**src/core/bcvc_regs.svh**
```systemverilog
// Register offsets, field positions, reset values and timing counts
`ifndef BCVC_REGS_SVH
`define BCVC_REGS_SVH

// Word-aligned byte offsets
`define BCVC_STATUS_OFS 4'h0
`define BCVC_CONTROL_OFS 4'h4
`define BCVC_LINK_US_OFS 4'h8
`define BCVC_LINK_DS_OFS 4'hC

// Status register fields
`define BCVC_ST_DS_BIT 0
`define BCVC_ST_US_BIT 1
`define BCVC_ST_SLOW_BIT 2
`define BCVC_ST_REFCLK_BIT 3
`define BCVC_ST_HALTSTRAP_BIT 4
`define BCVC_ST_MODE_LSB 5
`define BCVC_ST_AUXN_BIT 8
`define BCVC_ST_HALTIND_BIT 9
`define BCVC_ST_HELD_BIT 10
`define BCVC_ST_MODEBAD_BIT 11

// Control register fields
`define BCVC_CT_HALT_BIT 0
`define BCVC_CT_AUXN_BIT 1
`define BCVC_CT_FRST_BIT 2
`define BCVC_CT_STICKY_LSB 8

// Link status: one slot-clock bit per port; four downstream ports
`define BCVC_NUM_DS 4

// Sticky byte reset value
`define BCVC_STICKY_RST 8'h00

// SMBus rates and reference clocks
`define BCVC_CLK_HZ 100000000
`define BCVC_SMB_SLOW_HZ 100000
`define BCVC_SMB_FAST_HZ 400000
`define BCVC_SMB_SLOW_DIV (`BCVC_CLK_HZ / `BCVC_SMB_SLOW_HZ)
`define BCVC_SMB_FAST_DIV (`BCVC_CLK_HZ / `BCVC_SMB_FAST_HZ)
`define BCVC_REF_100_MHZ 100
`define BCVC_REF_125_MHZ 125

`endif

```
**src/core/bcvc_pkg.sv**
```systemverilog
// Types shared by the boot configuration capture block
package bcvc_pkg;
  // Switch operating modes
  typedef enum logic [2:0] {
    BCVC_MODE_NORMAL = 3'h0,
    BCVC_MODE_EEPROM = 3'h1,
    BCVC_MODE_LOWLAT = 3'h2,
    BCVC_MODE_EEP_LOWLAT = 3'h3
  } bcvc_mode_t;

  // Reset sequencing states, Gray coded along the path
  typedef enum logic [1:0] {
    BCVC_ST_RESET = 2'b00,
    BCVC_ST_LOAD = 2'b01,
    BCVC_ST_HALT = 2'b11,
    BCVC_ST_RUN = 2'b10
  } bcvc_state_t;
endpackage

```
**src/core/bcvc_capture.sv**
```systemverilog
// Strap capture register holding the boot vector from each sample pulse until the next one or a cold reset
`include "bcvc_regs.svh"

module bcvc_capture (
  input wire logic clk,
  input wire logic resetn,
  input wire logic sample,
  input wire logic [8:0] straps,
  output logic valid,
  output logic [8:0] vector
);
  // Vector only ever loads on the release pulse
  always_ff @(posedge clk or negedge resetn)
  begin
    if (!resetn)
    begin
      vector <= 9'h000;
      valid <= 1'b0;
    end
    else if (sample)
    begin
      vector <= straps;
      valid <= 1'b1;
    end
  end
endmodule

```
**src/core/bcvc_top.sv**
```systemverilog
// Boot configuration vector capture with Avalon-MM register slave
`include "bcvc_regs.svh"

module bcvc_top (
  input wire logic clk,
  input wire logic resetn,
  input wire logic fundamental_reset_n,
  input wire logic common_clock_downstream_strap,
  input wire logic common_clock_upstream_strap,
  input wire logic master_smbus_slow_strap,
  input wire logic refclk_freq_select,
  input wire logic reset_halt,
  input wire logic [2:0] switch_mode_strap,
  input wire logic aux_power_disable_n,
  input wire logic [3:0] avs_address,
  input wire logic avs_read,
  input wire logic avs_write,
  input wire logic [31:0] avs_writedata,
  input wire logic eeprom_write,
  input wire logic [3:0] eeprom_address,
  input wire logic [31:0] eeprom_writedata,
  input wire logic eeprom_done,
  output logic [31:0] avs_readdata,
  output logic avs_waitrequest,
  output logic device_held,
  output logic smbus_active,
  output logic [15:0] smbus_clk_div,
  output logic [7:0] refclk_mhz,
  output logic [2:0] switch_mode,
  output logic eeprom_init_en,
  output logic low_latency_en,
  output logic aux_power_en,
  output logic warm_reset_req
);
  // Decode of a mode into its two feature flags
  function automatic logic [1:0] mode_flags(input logic [2:0] m);
    unique case (m)
      bcvc_pkg::BCVC_MODE_NORMAL: mode_flags = 2'b00;
      bcvc_pkg::BCVC_MODE_EEPROM: mode_flags = 2'b01;
      bcvc_pkg::BCVC_MODE_LOWLAT: mode_flags = 2'b10;
      bcvc_pkg::BCVC_MODE_EEP_LOWLAT: mode_flags = 2'b11;
      default: mode_flags = 2'b00;
    endcase
  endfunction

  // Previous level of the fundamental reset pin
  // Cleared low so a pin already high at cold reset still captures
  logic perst_q;
  // One-cycle pulse on pin release
  wire perst_rise = fundamental_reset_n & ~perst_q;
  // Raw strap vector
  wire [8:0] strap_bus = {aux_power_disable_n, switch_mode_strap,
    reset_halt, refclk_freq_select, master_smbus_slow_strap,
    common_clock_upstream_strap, common_clock_downstream_strap};
  // Captured vector
  logic [8:0] cap;
  logic cap_valid;
  // Fields of captured vector
  wire cap_ds = cap[0];
  wire cap_us = cap[1];
  wire cap_slow = cap[2];
  wire cap_ref = cap[3];
  wire cap_halt = cap[4];
  wire [2:0] cap_mode = cap[7:5];
  wire cap_auxn = cap[8];
  // Feature flags of the captured mode
  wire [1:0] flags = mode_flags(cap_mode);

  // Capture store, cleared only by cold reset
  bcvc_capture u_cap (
    .clk(clk),
    .resetn(resetn),
    .sample(perst_rise),
    .straps(strap_bus),
    .valid(cap_valid),
    .vector(cap)
  );

  // Sequencer state
  bcvc_pkg::bcvc_state_t state;
  bcvc_pkg::bcvc_state_t next_state;
  // Writable registers and halt indication
  logic ctl_halt;
  logic ctl_auxn;
  logic [7:0] sticky;
  logic halt_ind;
  logic link_us;
  logic [`BCVC_NUM_DS-1:0] link_ds;
  logic frst_pulse;
  // Second cycle of a bus access acknowledges it
  logic ack;

  // Write ports: EEPROM loader or bus master
  // A bus write lands only on the edge that completes the access,
  // when waitrequest is low, so side effects fire exactly once
  wire bus_wr = avs_write & ack;
  wire eep_wr = eeprom_write & (state == bcvc_pkg::BCVC_ST_LOAD);
  wire any_wr = bus_wr | eep_wr;
  wire [3:0] wr_addr = eep_wr ? eeprom_address : avs_address;
  wire [31:0] wr_data = eep_wr ? eeprom_writedata : avs_writedata;
  wire wr_ctl = any_wr & (wr_addr == `BCVC_CONTROL_OFS);
  wire wr_lus = any_wr & (wr_addr == `BCVC_LINK_US_OFS);
  wire wr_lds = any_wr & (wr_addr == `BCVC_LINK_DS_OFS);
  // Reload of strap-seeded values on each pin release
  wire seed = perst_rise;
  // Reuse earlier vector on software-initiated fundamental reset
  wire soft_seed = frst_pulse;
  wire reseed = seed | soft_seed;
  // Strap value applied at reseed
  wire [8:0] seed_vec = seed ? strap_bus : cap;

  // Pin history
  always_ff @(posedge clk or negedge resetn)
  begin
    if (!resetn)
      perst_q <= 1'b0;
    else
      perst_q <= fundamental_reset_n;
  end

  // Sequencer next state
  always_comb
  begin
    next_state = state;
    unique case (state)
      bcvc_pkg::BCVC_ST_RESET:
        if (fundamental_reset_n && cap_valid)
          next_state = bcvc_pkg::BCVC_ST_LOAD;
      bcvc_pkg::BCVC_ST_LOAD:
        if (eeprom_done || !flags[0])
          next_state = bcvc_pkg::BCVC_ST_HALT;
      bcvc_pkg::BCVC_ST_HALT:
        if (!ctl_halt)
          next_state = bcvc_pkg::BCVC_ST_RUN;
      bcvc_pkg::BCVC_ST_RUN:
        next_state = bcvc_pkg::BCVC_ST_RUN;
    endcase
    if (!fundamental_reset_n || frst_pulse)
      next_state = bcvc_pkg::BCVC_ST_RESET;
  end

  // Sequencer register
  always_ff @(posedge clk or negedge resetn)
  begin
    if (!resetn)
      state <= bcvc_pkg::BCVC_ST_RESET;
    else
      state <= next_state;
  end

  // Halt control bit: seeded, then writable
  always_ff @(posedge clk or negedge resetn)
  begin
    if (!resetn)
      ctl_halt <= 1'b0;
    else if (reseed)
      ctl_halt <= seed_vec[4];
    else if (wr_ctl)
      ctl_halt <= wr_data[`BCVC_CT_HALT_BIT];
  end

  // Halt indication status bit
  always_ff @(posedge clk or negedge resetn)
  begin
    if (!resetn)
      halt_ind <= 1'b0;
    else if (reseed)
      halt_ind <= seed_vec[4];
  end

  // Aux-power control: seeded from strap, overridable
  always_ff @(posedge clk or negedge resetn)
  begin
    if (!resetn)
      ctl_auxn <= 1'b0;
    else if (reseed)
      ctl_auxn <= seed_vec[8];
    else if (wr_ctl)
      ctl_auxn <= wr_data[`BCVC_CT_AUXN_BIT];
  end

  // Fundamental-reset sticky byte
  always_ff @(posedge clk or negedge resetn)
  begin
    if (!resetn)
      sticky <= `BCVC_STICKY_RST;
    else if (reseed && !seed_vec[8])
      sticky <= `BCVC_STICKY_RST;
    else if (wr_ctl)
      sticky <= wr_data[`BCVC_CT_STICKY_LSB +: 8];
  end

  // Software warm reset request, one cycle
  always_ff @(posedge clk or negedge resetn)
  begin
    if (!resetn)
      frst_pulse <= 1'b0;
    else
      frst_pulse <= wr_ctl & wr_data[`BCVC_CT_FRST_BIT];
  end

  // Upstream slot-clock bit
  always_ff @(posedge clk or negedge resetn)
  begin
    if (!resetn)
      link_us <= 1'b0;
    else if (reseed)
      link_us <= seed_vec[1];
    else if (wr_lus)
      link_us <= wr_data[0];
  end

  // Downstream slot-clock bits, one per port
  genvar gi;
  generate
    for (gi = 0; gi < `BCVC_NUM_DS; gi++)
    begin : g_ds
      always_ff @(posedge clk or negedge resetn)
      begin
        if (!resetn)
          link_ds[gi] <= 1'b0;
        else if (reseed)
          link_ds[gi] <= seed_vec[0];
        else if (wr_lds)
          link_ds[gi] <= wr_data[gi];
      end
    end
  endgenerate

  // Bus acknowledge: one wait cycle per access
  always_ff @(posedge clk or negedge resetn)
  begin
    if (!resetn)
      ack <= 1'b0;
    else
      ack <= (avs_read | avs_write) & ~ack;
  end

  // Status word from captured vector; slow/mode/refclk not overridable
  wire [31:0] status_word = {20'h00000,
    (cap_mode[2] == 1'b1), (state != bcvc_pkg::BCVC_ST_RUN),
    halt_ind, cap_auxn, cap_mode, cap_halt, cap_ref, cap_slow,
    cap_us, cap_ds};
  wire [31:0] control_word = {16'h0000, sticky, 5'h00, 1'b0,
    ctl_auxn, ctl_halt};
  wire [31:0] read_mux =
    (avs_address == `BCVC_STATUS_OFS) ? status_word :
    (avs_address == `BCVC_CONTROL_OFS) ? control_word :
    (avs_address == `BCVC_LINK_US_OFS) ? {31'h00000000, link_us} :
    (avs_address == `BCVC_LINK_DS_OFS) ? {28'h0000000, link_ds} :
    32'h00000000;

  // Read data register
  always_ff @(posedge clk or negedge resetn)
  begin
    if (!resetn)
      avs_readdata <= 32'h00000000;
    else if (avs_read && !ack)
      avs_readdata <= read_mux;
  end

  assign avs_waitrequest = (avs_read | avs_write) & ~ack;

  // Derived outputs
  wire held = (state != bcvc_pkg::BCVC_ST_RUN);

  // Output registers
  always_ff @(posedge clk or negedge resetn)
  begin
    if (!resetn)
    begin
      device_held <= 1'b1;
      smbus_active <= 1'b0;
      smbus_clk_div <= 16'h0000;
      refclk_mhz <= 8'h00;
      switch_mode <= 3'h0;
      eeprom_init_en <= 1'b0;
      low_latency_en <= 1'b0;
      aux_power_en <= 1'b0;
      warm_reset_req <= 1'b0;
    end
    else
    begin
      device_held <= held;
      smbus_active <= (state != bcvc_pkg::BCVC_ST_RESET);
      smbus_clk_div <= cap_slow ? 16'(`BCVC_SMB_SLOW_DIV)
        : 16'(`BCVC_SMB_FAST_DIV);
      refclk_mhz <= cap_ref ? 8'(`BCVC_REF_125_MHZ)
        : 8'(`BCVC_REF_100_MHZ);
      switch_mode <= cap_mode;
      eeprom_init_en <= flags[0];
      low_latency_en <= flags[1];
      aux_power_en <= ctl_auxn;
      warm_reset_req <= frst_pulse;
    end
  end
endmodule

```
**config.mk**
```make
export PLATFORM = sky130hd
export DESIGN_NAME = bcvc_top
export DESIGN_NICKNAME = d
export VERILOG_FILES = /design/src/core/bcvc_pkg.sv /design/src/core/bcvc_capture.sv /design/src/core/bcvc_top.sv
export VERILOG_INCLUDE_DIRS = /design/src /design/src/core
export SDC_FILE = /design/constraint.sdc
export NUM_CORES = 1
export LEC_CHECK = 0
export ABC_AREA = 1
export BUFFER_PORTS_ARGS = -buffer_cell sky130_fd_sc_hd__buf_2
export CAP_MARGIN = 20
export CORE_MARGIN = 3
export CORE_UTILIZATION = 49
export DETAILED_ROUTE_END_ITERATION = 16
export HOLD_SLACK_MARGIN = 0.05
export MAX_ROUTING_LAYER = met4
export PLACE_DENSITY = 0.85
export SLEW_MARGIN = 10
export SYNTH_ARGS = -nofsm -noshare
export SYNTH_HDL_FRONTEND = slang
export SYNTH_SLANG_ARGS = --single-unit
export TNS_END_PERCENT = 1
```
**constraint.sdc**
```tcl
create_clock -name clk -period 4.5 [get_ports clk]
set_clock_uncertainty 0.05 [all_clocks]
set_input_delay 0.225 -clock clk [delete_from_list [all_inputs] [get_ports clk]]
set_output_delay 0.225 -clock clk [all_outputs]
set_load 0.02 [all_outputs]
```
# [Yosys cells after proc, flatten, opt, wreduce, memory -nomap -nowiden]
# Index checks and enable logic that the tools add are counted.
[word_totals] ff_bits=88 input_bits=88 out_inout_bits=66 elab_cells=103
[classes] n_eq_ne=16 muxes=31 bitwise_logic=13 reduce_logical=17
[op_table] operator="$mux W16" count=3
[op_table] operator="$eq A4 B4 Y1 const B" count=4
[op_table] operator="$mux W8" count=2
[op_table] operator="$mux W1" count=14
[op_table] operator="$mux W4" count=3
[op_table] operator="$mux W10" count=1
[op_table] operator="$reduce_bool A2 Y1" count=5
[op_table] operator="$mux W9" count=1
[op_table] operator="$and A1 B1 Y1" count=8
[op_table] operator="$eq A4 B3 Y1 const B" count=2
[op_table] operator="$mux W2" count=4
[op_table] operator="$pmux W2 S4" count=1
[op_table] operator="$eq A3 B2 Y1 const B" count=2
[op_table] operator="$ne A3 B3 Y1 const B" count=2
[op_table] operator="$pmux W2 S3" count=1
[op_table] operator="$mux W5" count=1
[op_table] operator="$eq A2 B2 Y1 const B" count=2
[op_table] operator="$logic_not A1 Y1" count=4
[op_table] operator="$logic_not A4 Y1" count=1
[op_table] operator="$eq A3 B1 Y1 const B" count=1
[op_table] operator="$logic_and A1 B1 Y1" count=3
[op_table] operator="$ne A3 B1 Y1 const B" count=1
[op_table] operator="$or A1 B1 Y1" count=3
[op_table] operator="$reduce_and A3 Y1" count=1
[op_table] operator="5 further kinds" count=7

# [Depth between registers and ports, before layout]
[logic_depth] word_depth=7 ltp_mapped=10

# [Modules after synthesis]
# Synthesis repeated with hierarchy kept, for this count alone.
[hier_totals] cells_unflattened=381 area_unflattened_um2=3118.0
[modules_own_cells] module="bcvc_top" instances=1 cells_per_inst=341 area_per_inst_um2=2745.1
[modules_own_cells] module="bcvc_capture" instances=1 cells_per_inst=40 area_per_inst_um2=372.9

# [Worst setup path before layout]
# OpenSTA, ideal clock, no wires.
[synth_path] path_type="reg-to-reg" startpoint="register state[1]" endpoint="register ctl_auxn" setup_time_ns=0.117 arrival_time_ns=1.310 required_ns=4.333 path_slack_ns=3.024 path_stages_with_launch=11 cell_sequence="dfrtp_1 inv_2 nand3_2 buf_6 nand2_2 inv_2 nor2_8 nand2_4 buf_6 nand3_2 nand2_1"
[synth_via] elab_chain_cells=6 elab_cells_between_ends=10 cone_classes="eq/ne: 2; mux: 4; bitwise: 3; reduce/logical: 1"
[synth_rtl] item="start, declared" line="bcvc_top.sv:80" source="bcvc_pkg::bcvc_state_t state;"
[synth_rtl] item="start signal, assigned" line="bcvc_top.sv:146" source="state <= bcvc_pkg::BCVC_ST_RESET;"
[synth_rtl] item="start signal, assigned" line="bcvc_top.sv:148" source="state <= next_state;"
[synth_rtl] item="$eq A2 B1 Y1 *" line="bcvc_top.sv:97" source="wire eep_wr = eeprom_write & (state == bcvc_pkg::BCVC_ST_LOAD);"
[synth_rtl] item="$and A1 B1 Y1 *" line="bcvc_top.sv:97"
[synth_rtl] item="$mux W4" line="bcvc_top.sv:99" source="wire [3:0] wr_addr = eep_wr ? eeprom_address : avs_address;"
[synth_rtl] item="$eq A4 B3 Y1 (no source line)"
[synth_rtl] item="$and A1 B1 Y1" line="bcvc_top.sv:101" source="wire wr_ctl = any_wr & (wr_addr == `BCVC_CONTROL_OFS);"
[synth_rtl] item="$reduce_bool A2 Y1 (no source line)"
[synth_rtl] item="end signal, assigned" line="bcvc_top.sv:177" source="ctl_auxn <= seed_vec[8];"
[synth_rtl] item="end signal, assigned" line="bcvc_top.sv:179" source="ctl_auxn <= wr_data[`BCVC_CT_AUXN_BIT];"
[synth_rtl] item="end, declared" line="bcvc_top.sv:84" source="logic ctl_auxn;"
# Mark *: on every way between the ends. The rest lies on a longest branch, timed or not. The select of a mux whose other input is x is not followed.
# A chain may end at the register's enable or synchronous reset.

# [Worst setup path after layout]
[layout_path] startpoint="input port fundamental_reset_n" endpoint="register ctl_auxn"
[layout_via] elab_chain_cells=3 elab_cells_between_ends=5 cone_classes="mux: 2; bitwise: 2; reduce/logical: 1"
[layout_rtl] item="start, declared" line="bcvc_top.sv:7" source="input wire logic fundamental_reset_n,"
[layout_rtl] item="$and A1 B1 Y1 *" line="bcvc_top.sv:50" source="wire perst_rise = fundamental_reset_n & ~perst_q;"
[layout_rtl] item="$mux W9 / $or A1 B1 Y1 (equally long branches)"
[layout_rtl] item="$mux W1 / $reduce_bool A2 Y1 (equally long branches)"
# Mark *: on every way between the ends. The rest lies on a longest branch, timed or not.

==> impl_metrics.toml <==
[status]
status = "finished clean"

[cts]
cts_buffers = 9
cts_tree = "built"
insertion_delay_ns = 0.34
cts-resized-gates = 0
cts.sinks = 60
clkSlewWorstSetupHoldPaths_ns = 0.06
cts_root_buffer = "clkbuf_8"
cts_max_path_buffers = 2
htreeDepth = 3

[place]
dp_hpwl_um = 5030
io_buffers = 87
place.gp.congestion = 0.820

[detailed_routing]
vias = 2558
drt_iter0_markers = 171
ant_nets = 0
drcViolationCount = 0
via_per_inst = 4.92
routed_wl_um = 6560
wl_per_cell_um = 12.6
firstDrtPassIters = 4

[timing]
period_share_pct = 45.5
drv_slew = 0
worstMarginPinSlew_ns = 0.789
slew_headroom_pct = 47.2
final-setup-viol-count = 0
hold_viol = 0
fin_setup_tns_ns = 0
rsz0062_at_grt = "false"
timing.fmax_ghz = 0.488
min_period_ns = 2.05

[pwr]
power_frac_comb_pct = 20.8
p_leak_nw = 1.98
design_power_total_mw = 1.40
internal-power_mw = 0.968
p_seq_share_pct = 46.2
powerDensity_mw_per_mm2 = 395
netSwitchingFraction_pct = 30.9
net-switching-power_mw = 0.433
p_clk_share_pct = 33.0
max-vdd-ir-drop_mv = 0.236

[global_route]
grt_use_total_pct = 20.1
grt_start_max_net_pins = 61
grt_pass1_wl_um = 11100
grt_pass1_vias = 2323
antenna_found_initial = 0
overflow = 0

[yosys]
yosysSeqAreaShare_pct = 49.4
ys_ff_latch = 60
yosys.area.top_type_share_pct = 48.5
yosys_warnings = 0
synth_top_cell_by_area = "dfrtp_1"
yosys-top-cells-area = "dfrtp_1 (49%), nand2_1 (13%), buf_4 (8.9%)"
synth_cells = 361
syn_area_mm2 = 0.00304
syn_area_per_cell_um2 = 8.43
synth.distinct_cells = 29

[die]
core_mm2 = 0.00596
die-area_mm2 = 0.00719
start_util_pct = 51.1
row_count = 28
die-height_um = 84.8
die_width_um = 84.8
io-pin-count = 154

[job]
maxCapViolations = 0

[critical_path]
start_kind = "input port"
cp_data_required_time_ns = 4.73
worstSetupEndpointType = "register"
critPathKind = "in -> reg"
cp_cell_sequence = "dlygate4sd3_1, buf_2, nand2_2, nand2_1, inv_1, o211ai_1, o21ai_0, nand2_1, nand2_1"
cp_top_family = "buffers and inverters"
worst_path_most_repeated_cell = "nand2_1"
slowest_stage = "dlygate4sd3_1"
cp.buffers_inverters = 3
crit_fanout = 18
crit_arrival_ns = 2.27
worst_path_largest_cell_delay_ns = 0.54

[hold_path]
hold_class = "in -> reg"

[finish]
synthToLayoutAreaGrowth_pct = 16.7
most-common-layout-cells = "nand2_1 (103), buf_2 (87), dfrtp_1 (59)"
drive_above_1_share_pct = 28.3
final_nets = 529
layout_commonest_cell = "nand2_1"
fillers = 525
insertedDiodeCount = 0
## path summary, 6_finish.rpt
kind / start / to / cells after the start / slack (ns)
setup / recovery: fundamental_reset_n / ctl_auxn$_DFFE_PN0P_ / 9 / 2.45
hold / removal: refclk_freq_select / u_cap.vector[3]$_DFFE_PN0P_ / 2 / 0.08
setup reg to reg: state[1]$_DFFE_PN0P_ / ctl_halt$_DFFE_PN0P_ / 9 / 2.58
hold reg to reg: u_cap.vector[5]$_DFFE_PN0P_ / switch_mode[0]$_DFF_PN0_ / 0 / 0.32
max in group asynchronous: resetn / avs_readdata[15]$_DFFE_PN0P_ / 3 / 3.41
min in group asynchronous: resetn / avs_readdata[6]$_DFFE_PN0P_ / 3 / 0.52
## state kept, by name (all words and copies together) (netlist names), 2 cells and up
register,count
link_ds,4
smbus_clk_div,2
state,2
u_cap.vector,9
refclk_mhz,2
sticky,8
switch_mode,3
avs_readdata,16
## cell type report
cell class	count	area [um^2]	share of cell area [%]
clock inverters	2	35.0	0.987
well taps	75	93.8	2.64
repair buffers	91	470	13.2
inverters	31	118	3.31
flip-flops and latches	60	1500	42.3
multi-input cells	248	1180	33.3
clock buffers	13	149	4.19
## power groups by stage
stage	registers, mW	logic, mW	clock network (mW)
3_5_place_dp	0.657	0.292	0
6_report	0.648	0.291	0.462
4_1_cts	0.648	0.294	0.472
3_3_place_gp	0.653	0.283	0
5_1_grt	0.657	0.326	0.497
2_1_floorplan	0.686	0.186	0
## cells by family after synthesis
family                 after synthesis  synth area share (%)
and+or+nand+nor                    185                  28.5
AOI/OAI and AO/OA                   34                  6.33
DFF                                 60                  49.4
other                                2                 0.247
buffers and inverters               78                  14.8
muxes                                2                 0.740
## cell usage after synthesis
library cell  count
nand2_1         103
inv_1            27
o21ai_0          11
buf_4            36
inv_2             3
nor3_1            1
nand2_4           1
nand3_2          10
a21oi_1           7
nand2_2           4
buf_6             2
a31oi_1           5
o22a_1            1
nand4_1          19
o21ai_1           5
nor2_8            1
o211ai_1          2
dfrtp_1          59
conb_1            2
nor2_2            2
o31ai_1           3
nor2_1           27
mux2_2            2
clkinv_2          1
buf_2             5
clkbuf_1          3
dfstp_2           1
buf_1             1
nand3_1          17
## metal layers
metal,GRT usage [%],wire (um)
met1,26.6,2900
met2,29.6,3010
met3,5.89,551
met4,7.05,104
met5,-,0
## worst reg2reg max path, delay by kind of cell, from the launching register on
family                 cells  cell delay, ns
buffers and inverters      2            0.29
DFF                        1            0.44
and+or+nand+nor            7            1.10
## per-stage QoR
step | util, % | hold WS [ns] | instances | setup slack (ns) | area (um^2)
5_1_grt | 59.6 | 0.0715 | 520 | 2.27 | 3550
2_1_floorplan | - | -0.121 | 386 | 3.02 | 3140
6_report | 59.6 | 0.0821 | 520 | 2.45 | 3550
4_1_cts | 59.6 | 0.0604 | 520 | 2.46 | 3550
3_5_place_dp | 56.2 | 0.311 | 503 | 2.52 | 3350
3_3_place_gp | 56.2 | 0.307 | 503 | 2.55 | 3350
## what timing repair did
item,in CTS,in global routing
hold buffers,2,0
endpoints found under the hold margin,60,0
setup buffers,0,0
endpoints found under the setup margin,0,0
Note: power is estimated with default switching activity, not from simulation.
